### config.mk
export PLATFORM = sky130hd
export DESIGN_NAME = hsc_counter_top
export DESIGN_NICKNAME = d
export VERILOG_FILES = /design/src/pkg/hsc_pkg.sv /design/src/core/hsc_counter_top.sv
export SDC_FILE = /design/constraint.sdc
export NUM_CORES = 2
export LEC_CHECK = 0
export BUFFER_PORTS_ARGS = -buffer_cell sky130_fd_sc_hd__buf_2
export CAP_MARGIN = 20
export CORE_MARGIN = 2
export CORE_UTILIZATION = 30
export DETAILED_ROUTE_END_ITERATION = 8
export GPL_ROUTABILITY_DRIVEN = 0
export GPL_TIMING_DRIVEN = 0
export SETUP_SLACK_MARGIN = 0.02
export SYNTH_ARGS = -nofsm -noshare
export SYNTH_HDL_FRONTEND = slang
export SYNTH_SLANG_ARGS = --single-unit
### constraint.sdc
create_clock -name CORE_CLK -period 7.5 [get_ports CORE_CLK]
set_clock_uncertainty 0.2 [all_clocks]
set_input_delay 0.375 -clock CORE_CLK [delete_from_list [all_inputs] [get_ports CORE_CLK]]
set_output_delay 0.375 -clock CORE_CLK [all_outputs]
set_load 0.005 [all_outputs]
### src/pkg/hsc_pkg.sv
package hsc_pkg;

    // ----------------------------------------------------------------
    // Timing
    // ----------------------------------------------------------------
    localparam int          CLK_PERIOD_NS = 100;
    localparam int          FILT_60K_NS   = 2500;
    localparam int          FILT_100K_NS  = 1500;
    // Least filter times, rounded up to whole cycles
    localparam logic [7:0]  FILT_60K_CYC  = 8'((FILT_60K_NS + CLK_PERIOD_NS - 1) / CLK_PERIOD_NS);
    localparam logic [7:0]  FILT_100K_CYC = 8'((FILT_100K_NS + CLK_PERIOD_NS - 1) / CLK_PERIOD_NS);

    // ----------------------------------------------------------------
    // Register offsets (byte addresses)
    // ----------------------------------------------------------------
    localparam logic [7:0]  A_CTRL      = 8'h00;
    localparam logic [7:0]  A_STAT      = 8'h04;
    localparam logic [3:0]  A_CFG_PAGE  = 4'h1;
    localparam logic [3:0]  A_RMAX_PAGE = 4'h2;
    localparam logic [3:0]  A_CNT_PAGE  = 4'h3;

    // ----------------------------------------------------------------
    // Fields and reset values
    // ----------------------------------------------------------------
    localparam int          CTRL_RESTART_BIT = 0;
    localparam int          CTRL_SWRST_LSB   = 8;
    localparam int          CFG_USE_LSB      = 0;
    localparam int          CFG_RING_BIT     = 2;
    localparam int          CFG_RSTM_BIT     = 3;
    localparam int          CFG_CMP_BIT      = 4;
    localparam int          CFG_MODE_LSB     = 5;
    localparam logic [31:0] CFG_RST          = 32'h0000_0001;
    localparam logic [31:0] RMAX_RST         = 32'h0000_0000;
    localparam logic [31:0] RING_TOP         = 32'hFFFF_FFFF;

    // ----------------------------------------------------------------
    // Terminal bit positions within the input word
    // ----------------------------------------------------------------
    localparam logic [3:0]  TB_A_EVEN = 4'h8;
    localparam logic [3:0]  TB_B_EVEN = 4'h9;
    localparam logic [3:0]  TB_Z_EVEN = 4'h3;
    localparam logic [3:0]  TB_A_ODD  = 4'h6;
    localparam logic [3:0]  TB_B_ODD  = 4'h7;
    localparam logic [3:0]  TB_Z_ODD  = 4'h2;

    typedef enum logic [1:0] {HSC_OFF, HSC_60K, HSC_100K, HSC_RSVD} hsc_use_e;
    typedef enum logic [1:0] {HSC_QUAD, HSC_PDIR, HSC_UPDN, HSC_INCR} hsc_mode_e;

endpackage

### src/core/hsc_counter_top.sv
// Operation
// - Each counter is off, filtered for 60 kHz, or filtered for 100 kHz, the choice setting the noise filter length.
// - Ring mode takes a 32-bit ring maximum for each counter.
// - A ring maximum of zero acts as FFFF FFFF.
// - Linear counting uses the full 32 bits, signed range or unsigned in increment mode, wrapping freely.
// - Each counter resets either by phase Z while its software reset bit is on, or by the software bit alone.
// - Under the combined method a rising phase Z with the software bit on clears the count.
// - Under the software method turning the software bit on clears the count.
// - A per-counter option stops or keeps comparison running after a counter reset.
// - Four input modes: quadrature, pulse plus direction, up/down pulses, increment; increment frees terminal B.
// - Counters 0 and 2 use bits 8, 9, 3 and counters 1 and 3 use bits 6, 7, 2 of their input word.
// - A terminal not claimed by a counter stays usable for the other input functions.
// - An enabled counter 1 withdraws bits 2 and 6 of word 0, and bit 7 outside increment mode, from the other input functions.
// - Configuration takes effect only at reset or restart, never on a plain write.
module hsc_counter_top (
    input  wire logic        CORE_CLK,
    input  wire logic        SYS_RST,
    input  wire logic        HSEL,
    input  wire logic [31:0] HADDR,
    input  wire logic [1:0]  HTRANS,
    input  wire logic        HWRITE,
    input  wire logic [2:0]  HSIZE,
    input  wire logic [31:0] HWDATA,
    input  wire logic        HREADY,
    output logic             HREADYOUT,
    output logic             HRESP,
    output logic      [31:0] HRDATA,
    input  wire logic [15:0] IO_WORD0,
    input  wire logic [15:0] IO_WORD1,
    output logic      [15:0] FREE_WORD0,
    output logic      [15:0] FREE_WORD1,
    output logic      [3:0]  CMP_RUN
);

    // ----------------------------------------------------------------
    // Declarations
    // ----------------------------------------------------------------
    logic [31:0] cfg_stage_r [4], rmax_stage_r [4], cfg_act_r [4], rmax_act_r [4], cnt_r [4];
    logic [7:0]  fcnt_r      [4][3];
    logic [2:0]  raw         [4], filt_r [4], prev_r [4];
    logic [3:0]  swrst_r, swrst_prev_r, en, up_ev, dn_ev, clr, cmp_run_r;
    logic [15:0] claim0, claim1;
    logic        restart, ap_valid_r, ap_write_r, ap_take;
    logic [7:0]  ap_addr_r;
    logic [31:0] hrdata_r;

    // ----------------------------------------------------------------
    // Helpers
    // ----------------------------------------------------------------
    // Terminal bit k (0 = A, 1 = B, 2 = Z) of counter i
    function automatic logic [3:0] term_bit(input int i, input int k);
        logic odd;
        odd = (i % 2) == 1;
        case (k)
            0:       term_bit = odd ? hsc_pkg::TB_A_ODD : hsc_pkg::TB_A_EVEN;
            1:       term_bit = odd ? hsc_pkg::TB_B_ODD : hsc_pkg::TB_B_EVEN;
            default: term_bit = odd ? hsc_pkg::TB_Z_ODD : hsc_pkg::TB_Z_EVEN;
        endcase
    endfunction
    // Zero in the ring maximum stands for the full range
    function automatic logic [31:0] ring_eff(input logic [31:0] m);
        ring_eff = (m == 32'h0000_0000) ? hsc_pkg::RING_TOP : m;
    endfunction
    function automatic hsc_pkg::hsc_use_e use_of(input logic [31:0] c);
        use_of = hsc_pkg::hsc_use_e'(c[hsc_pkg::CFG_USE_LSB +: 2]);
    endfunction
    function automatic hsc_pkg::hsc_mode_e mode_of(input logic [31:0] c);
        mode_of = hsc_pkg::hsc_mode_e'(c[hsc_pkg::CFG_MODE_LSB +: 2]);
    endfunction

    // ----------------------------------------------------------------
    // AHB-Lite slave: zero wait states, always OKAY
    // ----------------------------------------------------------------
    assign ap_take   = HSEL && HTRANS[1] && HREADY;
    assign HREADYOUT = 1'b1;
    assign HRESP     = 1'b0;
    assign HRDATA    = hrdata_r;
    assign restart   = ap_valid_r && ap_write_r && (ap_addr_r == hsc_pkg::A_CTRL)
                       && HWDATA[hsc_pkg::CTRL_RESTART_BIT];
    // Address phase capture; read data is prepared here so it stands in the data phase
    always_ff @(posedge CORE_CLK) begin
        if (SYS_RST) begin
            ap_valid_r <= 1'b0;
            ap_write_r <= 1'b0;
            ap_addr_r  <= 8'h00;
            hrdata_r   <= 32'h0000_0000;
        end else begin
            ap_valid_r <= ap_take;
            ap_write_r <= HWRITE;
            ap_addr_r  <= HADDR[7:0];
            if (ap_take && !HWRITE) begin
                hrdata_r <= 32'h0000_0000;
                if (HADDR[7:0] == hsc_pkg::A_CTRL)
                    hrdata_r[hsc_pkg::CTRL_SWRST_LSB +: 4] <= swrst_r;
                else if (HADDR[7:0] == hsc_pkg::A_STAT)
                    hrdata_r <= {20'h00000, claim0[9:6] != 4'h0, cmp_run_r, en, 3'h0};
                else if (HADDR[7:4] == hsc_pkg::A_CFG_PAGE)
                    hrdata_r <= cfg_stage_r[HADDR[3:2]];
                else if (HADDR[7:4] == hsc_pkg::A_RMAX_PAGE)
                    hrdata_r <= rmax_stage_r[HADDR[3:2]];
                else if (HADDR[7:4] == hsc_pkg::A_CNT_PAGE)
                    hrdata_r <= cnt_r[HADDR[3:2]];
            end
        end
    end
    // Staged settings and software reset bits; staging never touches the live counters
    always_ff @(posedge CORE_CLK) begin
        if (SYS_RST) begin
            swrst_r <= 4'h0;
            for (int i = 0; i < 4; i++) begin
                cfg_stage_r[i]  <= hsc_pkg::CFG_RST;
                rmax_stage_r[i] <= hsc_pkg::RMAX_RST;
            end
        end else if (ap_valid_r && ap_write_r) begin
            if (ap_addr_r == hsc_pkg::A_CTRL)
                swrst_r <= HWDATA[hsc_pkg::CTRL_SWRST_LSB +: 4];
            else if (ap_addr_r[7:4] == hsc_pkg::A_CFG_PAGE)
                cfg_stage_r[ap_addr_r[3:2]] <= HWDATA;
            else if (ap_addr_r[7:4] == hsc_pkg::A_RMAX_PAGE)
                rmax_stage_r[ap_addr_r[3:2]] <= HWDATA;
        end
    end

    // ----------------------------------------------------------------
    // Live configuration: loaded only at reset or restart
    // ----------------------------------------------------------------
    always_ff @(posedge CORE_CLK) begin
        if (SYS_RST) begin
            for (int i = 0; i < 4; i++) begin
                cfg_act_r[i]  <= hsc_pkg::CFG_RST;
                rmax_act_r[i] <= hsc_pkg::RMAX_RST;
            end
        end else if (restart) begin
            for (int i = 0; i < 4; i++) begin
                cfg_act_r[i]  <= cfg_stage_r[i];
                rmax_act_r[i] <= rmax_stage_r[i];
            end
        end
    end

    // ----------------------------------------------------------------
    // Noise filter: a terminal follows its pin once it held steady long enough
    // ----------------------------------------------------------------
    always_ff @(posedge CORE_CLK) begin
        if (SYS_RST || restart) begin
            for (int i = 0; i < 4; i++) begin
                filt_r[i] <= 3'h0;
                prev_r[i] <= 3'h0;
                for (int k = 0; k < 3; k++)
                    fcnt_r[i][k] <= 8'h00;
            end
        end else begin
            for (int i = 0; i < 4; i++) begin
                prev_r[i] <= filt_r[i];
                for (int k = 0; k < 3; k++) begin
                    if (raw[i][k] == filt_r[i][k])
                        fcnt_r[i][k] <= 8'h00;
                    else if (fcnt_r[i][k] + 8'h01 >= ((use_of(cfg_act_r[i]) == hsc_pkg::HSC_100K)
                             ? hsc_pkg::FILT_100K_CYC : hsc_pkg::FILT_60K_CYC)) begin
                        fcnt_r[i][k]    <= 8'h00;
                        filt_r[i][k]    <= raw[i][k];
                    end else
                        fcnt_r[i][k] <= fcnt_r[i][k] + 8'h01;
                end
            end
        end
    end

    // ----------------------------------------------------------------
    // Edge decoding, reset requests and terminal claims
    // ----------------------------------------------------------------
    always_comb begin
        claim0 = 16'h0000;
        claim1 = 16'h0000;
        for (int i = 0; i < 4; i++) begin
            for (int k = 0; k < 3; k++)
                raw[i][k] = (i < 2) ? IO_WORD0[term_bit(i, k)] : IO_WORD1[term_bit(i, k)];
            en[i]    = use_of(cfg_act_r[i]) == hsc_pkg::HSC_60K || use_of(cfg_act_r[i]) == hsc_pkg::HSC_100K;
            up_ev[i] = 1'b0;
            dn_ev[i] = 1'b0;
            case (mode_of(cfg_act_r[i]))
                hsc_pkg::HSC_QUAD: begin
                    // A changing to differ from B, or B changing to match A, means A leads
                    up_ev[i] = (filt_r[i][0] ^ prev_r[i][0]) & (filt_r[i][0] ^ filt_r[i][1])
                             | (filt_r[i][1] ^ prev_r[i][1]) & (filt_r[i][0] ~^ filt_r[i][1]);
                    dn_ev[i] = (filt_r[i][0] ^ prev_r[i][0]) & (filt_r[i][0] ~^ filt_r[i][1])
                             | (filt_r[i][1] ^ prev_r[i][1]) & (filt_r[i][0] ^ filt_r[i][1]);
                end
                hsc_pkg::HSC_PDIR: begin
                    up_ev[i] = filt_r[i][0] & ~prev_r[i][0] & filt_r[i][1];
                    dn_ev[i] = filt_r[i][0] & ~prev_r[i][0] & ~filt_r[i][1];
                end
                hsc_pkg::HSC_UPDN: begin
                    up_ev[i] = filt_r[i][0] & ~prev_r[i][0];
                    dn_ev[i] = filt_r[i][1] & ~prev_r[i][1];
                end
                default: up_ev[i] = filt_r[i][0] & ~prev_r[i][0];
            endcase
            up_ev[i] = up_ev[i] & en[i];
            dn_ev[i] = dn_ev[i] & en[i];
            // Combined method wants the software bit held; software method wants its rising edge
            clr[i] = en[i] & (cfg_act_r[i][hsc_pkg::CFG_RSTM_BIT]
                     ? (swrst_r[i] & ~swrst_prev_r[i])
                     : (filt_r[i][2] & ~prev_r[i][2] & swrst_r[i]));
            if (en[i]) begin
                // Increment mode leaves terminal B to the other input functions
                if (i < 2) begin
                    claim0[term_bit(i, 0)] = 1'b1;
                    claim0[term_bit(i, 2)] = 1'b1;
                    claim0[term_bit(i, 1)] = mode_of(cfg_act_r[i]) != hsc_pkg::HSC_INCR;
                end else begin
                    claim1[term_bit(i, 0)] = 1'b1;
                    claim1[term_bit(i, 2)] = 1'b1;
                    claim1[term_bit(i, 1)] = mode_of(cfg_act_r[i]) != hsc_pkg::HSC_INCR;
                end
            end
        end
    end

    // ----------------------------------------------------------------
    // Counters, compare gating and freed terminals
    // ----------------------------------------------------------------
    always_ff @(posedge CORE_CLK) begin
        if (SYS_RST || restart) begin
            swrst_prev_r <= 4'h0;
            cmp_run_r    <= 4'hF;
            FREE_WORD0   <= 16'h0000;
            FREE_WORD1   <= 16'h0000;
            for (int i = 0; i < 4; i++)
                cnt_r[i] <= 32'h0000_0000;
        end else begin
            swrst_prev_r <= swrst_r;
            FREE_WORD0   <= IO_WORD0 & ~claim0;
            FREE_WORD1   <= IO_WORD1 & ~claim1;
            for (int i = 0; i < 4; i++) begin
                if (clr[i]) begin
                    cnt_r[i] <= 32'h0000_0000;
                    if (!cfg_act_r[i][hsc_pkg::CFG_CMP_BIT])
                        cmp_run_r[i] <= 1'b0;
                end else if (up_ev[i] && !dn_ev[i]) begin
                    // Linear mode simply rolls over the 32-bit range
                    if (cfg_act_r[i][hsc_pkg::CFG_RING_BIT] && cnt_r[i] >= ring_eff(rmax_act_r[i]))
                        cnt_r[i] <= 32'h0000_0000;
                    else
                        cnt_r[i] <= cnt_r[i] + 32'h0000_0001;
                end else if (dn_ev[i] && !up_ev[i]) begin
                    if (cfg_act_r[i][hsc_pkg::CFG_RING_BIT] && cnt_r[i] == 32'h0000_0000)
                        cnt_r[i] <= ring_eff(rmax_act_r[i]);
                    else
                        cnt_r[i] <= cnt_r[i] - 32'h0000_0001;
                end
            end
        end
    end

    assign CMP_RUN = cmp_run_r & en;
endmodule

---- Word-level counts from Yosys, hierarchy flattened ----
Memories as Yosys holds them, arrays and structs flattened.
Cells that the tools add are included.
Widths: inputs -> output; s select.
storage, ports and cells
  register bits after elaboration ......... 86
  bits in writable memories ............... 760
  input port bits ......................... 106
  memories kept ........................... 8
memory list
  memory        depth  bits a word  rd ports  clocked after Yosys merged registers in  wr ports  RTL line               source
  cfg_act_r     4      32           4         0                                        4         hsc_counter_top.sv:38  logic [31:0] cfg_stage_r [4], rmax_stage_r [4], cfg_act_r [4], rmax_act_r [4], cnt_r [4];
  cfg_stage_r   4      32           5         0                                        4         hsc_counter_top.sv:38
  cnt_r         4      32           5         0                                        4         hsc_counter_top.sv:38
  rmax_act_r    4      32           4         0                                        4         hsc_counter_top.sv:38
  rmax_stage_r  4      32           5         0                                        4         hsc_counter_top.sv:38
  fcnt_r        4      24           4         0                                        4         hsc_counter_top.sv:39  logic [7:0] fcnt_r [4][3];
  +2 memories   -      -            -         -                                        -         -
cells by class
  add/sub/neg operators ................... 20
  order comparisons ....................... 40
  equal/unequal tests ..................... 38
  muxes and demuxes ....................... 408
  bitwise gates (word level) .............. 195
  reduce and logical (&&, ||, !) cells .... 70
operators with widths
  operator               number
  $mux 32                38
  $mux 8                 37
  $mux 1                 281
  $logic_not 32->1       8
  $add 32x1->32 const B  4
  $ge 32x32->1           4
  $sub 32x1->32 const B  4
  $add 8x1->8 const B    12
  $or 16x16->16          6
  $or 1x1->1             88
  $bwmux 16              4
  $ge 8x8->1             8
  $mux 16                4
  $reduce_or 32->1       2
  $lt 4x5->1 const B     12
  $and 1x1->1            56
  $mux 4                 13
  $demux 1 s4            12
  $ge 4x1->1 const B     12
  $logic_and 1x1->1      34
  $and 16x16->16         2
  $ge 8x5->1             4
  $not 16->16            2
  $not 1->1              24
  22 further kinds       100

---- Depth between registers and ports, before layout ----
An unclocked memory read counts as a cell.
  word-level depth ........................ 18
  depth in mapped cells ................... 16
  depth with buffers taken out ............ 13

---- Worst setup path before layout ----
OpenSTA, ideal clock, no wires.
  kind .................................... flip-flop to flip-flop
  from .................................... register ap_addr_r[7]
  to ...................................... memory cfg_act_r[0][0] (enable)
  data arrival time ....................... 5697 ps
  data required time ...................... 6719 ps
  path slack .............................. 1022 ps
  cell stages (with the launch flop) ...... 6
  period minus slack after synthesis ...... 6478 ps
  path through ............................ dfxtp_1 nor4bb_1 and4b_1 a21oi_1 clkinv_1 clkbuf_1
RTL lines
  item                    RTL line               source
  start, declared         hsc_counter_top.sv:44  logic [7:0] ap_addr_r;
  start signal, assigned  hsc_counter_top.sv:90  ap_addr_r <= HADDR[7:0];
  end, declared           hsc_counter_top.sv:38

==> impl_results.md <==
- Final nets: 4738
- Setup repair bufs after CTS: 0
- First-pass iteration count of the detailed router: 6
- Vias post-DR: 35080
- Remaining DRCs: 0
- Register area: 21250 um2
- Yosys warnings: 0
- Final antenna-violating net count: 0
- Die Span Y: 379.7 um
- Main synth FF type: edfxtp_1
- Post-layout power: 11050 uW
- Clk slew on worst S/H paths: 60 ps
- Cell area after layout: 49990 um2
- Pwr Density: 221.0 nW/um2
- Die W: 379.7 um
- Post-Synthesis Cells: 4000
- Full die area: 144200 um2
- Worst setup EP type: register
- Max Fclk: 150.2 MHz
- Seq/Total Area, Yosys: 50.17%
- Detailed placement HPWL: 119.6 mm
- CTS resizes: 0
- Post-synth cell types: 82
- Final Hold Fails: 1
- Area of the multi-input gates: 20130 um2
- Clock Sinks: 746
- Cell Rows: 137
- Leak: 0.01843 uW
- Gr usage total: 20.88%
- GR Overflow Total: 0
- Core area: 139900 um2
- Wirelength, routed: 155.3 mm
- Synth top area cells: edfxtp_1, dfxtp_1, ha_1
- TritonCTS clock tree: done
- Vias in the first global route: 32710
- CTS buffer count: 85
- Min-Delay Path Class: input pin to register
- Routed vias/inst: 5.482
- PortBufs: 141
- Slew Viols, Final: 0
- Max Cap Viol: 0
- DRT iter0 DRCs: 4398
- Initial antenna violation count: 15
- Final min period: 6657 ps
- # fillers: 13970
- Startpoint types: register
- Required time worst endpoint: 7790 ps
- Peak VDD IR: 0.0002004 V
- Cts hold-fix bufs: 71
- Worst-margin pin slew: 1228 ps
- Failing checks: hold timing
- RSZ-0062 raised after global routing: false
- R2r setup slk: 840 ps
- Initial core utilization: 30.28%
- Critical-path maximum fanout: 10
- Placed instance area: 46410 um2
- Worst Path Arrival: 6940 ps
- H-tree depth: 3
- Yosys top cell area share: 44.74%
- Fraction of layout cells with a size suffix above 1: 10.67%
- WL/cell: 24.27 um
- Largest net degree at the start of global routing: 60
- Slew HR: 18.16%
- Worst skew pair latency: 730 ps
- Sum Neg Setup Slack: 0 ps
- Syn Std Cell Area: 42350 um2
- Clock Path Buffers: 3
- Final worst path period share: 88.77%
- IO Count: 176
- Hold_ws: -20.25 ps
- Status: complete, but fails checks
- First-pass GRT wire length: 223.8 mm
- Area grow syn2layout: 18.02%
- Syn avg cell area: 10.59 um2
- Setup-failing EPs final: 0
- Post-synth top area cell: edfxtp_1
- Yosys reg bits: 746
- Ys async rst share: 0%
- Root Driver: clkbuf_16
- Critical path class: register to register
- EDFF count, synth: 631
per-layer routing:
metal  vias up  GRT usage [%]  routed length, um
li1      15510              -                  -
met1     17060          28.19              62030
met2      2138          30.77              65980
met3       365          5.718              19050
met4         6          10.13               8176
met5         -              0                 42
kinds of logic (layout without fill, tap and decap cells):
kind of cell | count (synthesis) | count (layout) | synth area share, %
AOI/OAI and AO/OA | 625 | 625 | 10.06
and+or+nand+nor | 1655 | 1655 | 19.36
adders and majority gates | 184 | 184 | 5.436
xor gates and xnor gates | 248 | 248 | 5.128
buffers and inverters | 401 | 796 | 3.645
muxes | 139 | 139 | 6.180
DFF | 746 | 746 | 50.17
other | 2 | 129 | 0.01773
stage by stage:
stage / cells / setup slack [ps] / utilization [%]
finish: 6398 / 842.5 / 35.74
global route: 6396 / 397.7 / 35.73
CTS: 6392 / 1101 / 35.71
detailed placement: 6163 / 1117 / 33.18
global placement: 6141 / -2269 / 32.80
floorplan: 4124 / 1022 / -
critical path: stages, from the launching register on:
cell and delay [ps]:
edfxtp_1 470, nor4_1 300, nand4_1 290, nor2_1 320
clkbuf_1 470, clkbuf_1 630, buf_1 460, nor2_1 100
ha_1 330, a21oi_1 150, o21ai_0 180, a221o_1 330
o31a_1 330, o31ai_1 870, clkbuf_1 550, nand3_1 150
a221oi_1 300
flip-flops by register name, summed over array words and instances, names as in the netlist:
name,count
rmax_act_r,128
HRDATA,32
cmp_run_r,4
filt_r,12
swrst_prev_r,4
swrst_r,4
ap_valid_r,1
FREE_WORD0,16
cfg_stage_r,128
prev_r,12
fcnt_r,96
FREE_WORD1,16
cfg_act_r,28
ap_addr_r,8
rmax_stage_r,128
ap_write_r,1
cnt_r,128
cell usage in the layout (no fill, tap or decap), types with 17 or more instances in the layout:
cell	instances
nand2b_1	18
a21o_1	19
buf_2	148
edfxtp_1	631
nand2_1	229
or3_1	36
nor3_1	88
mux2i_1	23
a21oi_1	98
inv_1	131
clkbuf_1	258
a211oi_1	35
dfxtp_1	115
a22o_1	23
nor2_1	593
a31oi_1	22
a22oi_1	69
or2_2	26
xnor2_1	156
or4_1	18
nand3_1	136
nand4_1	71
xor2_1	92
mux2_2	20
nor4_1	70
buf_1	17
conb_1	126
nor2b_1	67
o22a_1	25
clkbuf_16	85
a2bb2oi_1	23
o21ai_0	147
and4_1	18
o22ai_1	20
mux4_2	96
and3_1	44
ha_1	184
and2_1	194
dlygate4sd3_1	71
final cells by class:
| cell class | instances | area share [%] |
|---|---|---|
| diodes | 3 | 0.01502 |
| plain buffers | 269 | 2.108 |
| clock buffers | 107 | 4.501 |
| clock inverters | 51 | 1.166 |
| inverters | 132 | 0.9912 |
| multi-input cells | 2977 | 40.27 |
| flip-flops and latches | 746 | 42.51 |
| well taps | 1876 | 4.696 |
| repair buffers | 237 | 3.745 |
cell usage after synthesis, drive strengths merged (28+ instances only):
cell type / instances
a211oi: 35
a21oi: 98
a22oi: 69
and2: 194
and3: 44
buf: 28
clkbuf: 241
dfxtp: 115
edfxtp: 631
ha: 184
inv: 131
mux4: 96
nand2: 230
nand3: 138
nand4: 71
nor2: 593
nor2b: 67
nor3: 89
nor4: 73
o21ai: 158
or3: 36
xnor2: 156
xor2: 92
power by group:
| group | internal, uW | switching [uW] | total (uW) | leakage, uW |
|---|---|---|---|---|
| logic | 640 | 1060 | 1700 | 0.00967 |
| registers | 4750 | 276 | 5030 | 0.00738 |
| clock network | 2440 | 1870 | 4310 | 0.00137 |
path summary, 6_finish.rpt:
| path | from | to | cells past startpoint |
|---|---|---|---|
| worst max register to register | rmax_act_r[0][80] | cnt_r[2][6] | 16 |
| worst min-delay path | HREADY | HRDATA[5] | 5 |
| worst max-delay path | rmax_act_r[0][80] | cnt_r[2][6] | 16 |
| worst min register to register | cfg_act_r[0][68] | cmp_run_r[2] | 2 |
No activity file was read; power rests on OpenSTA's default activity.
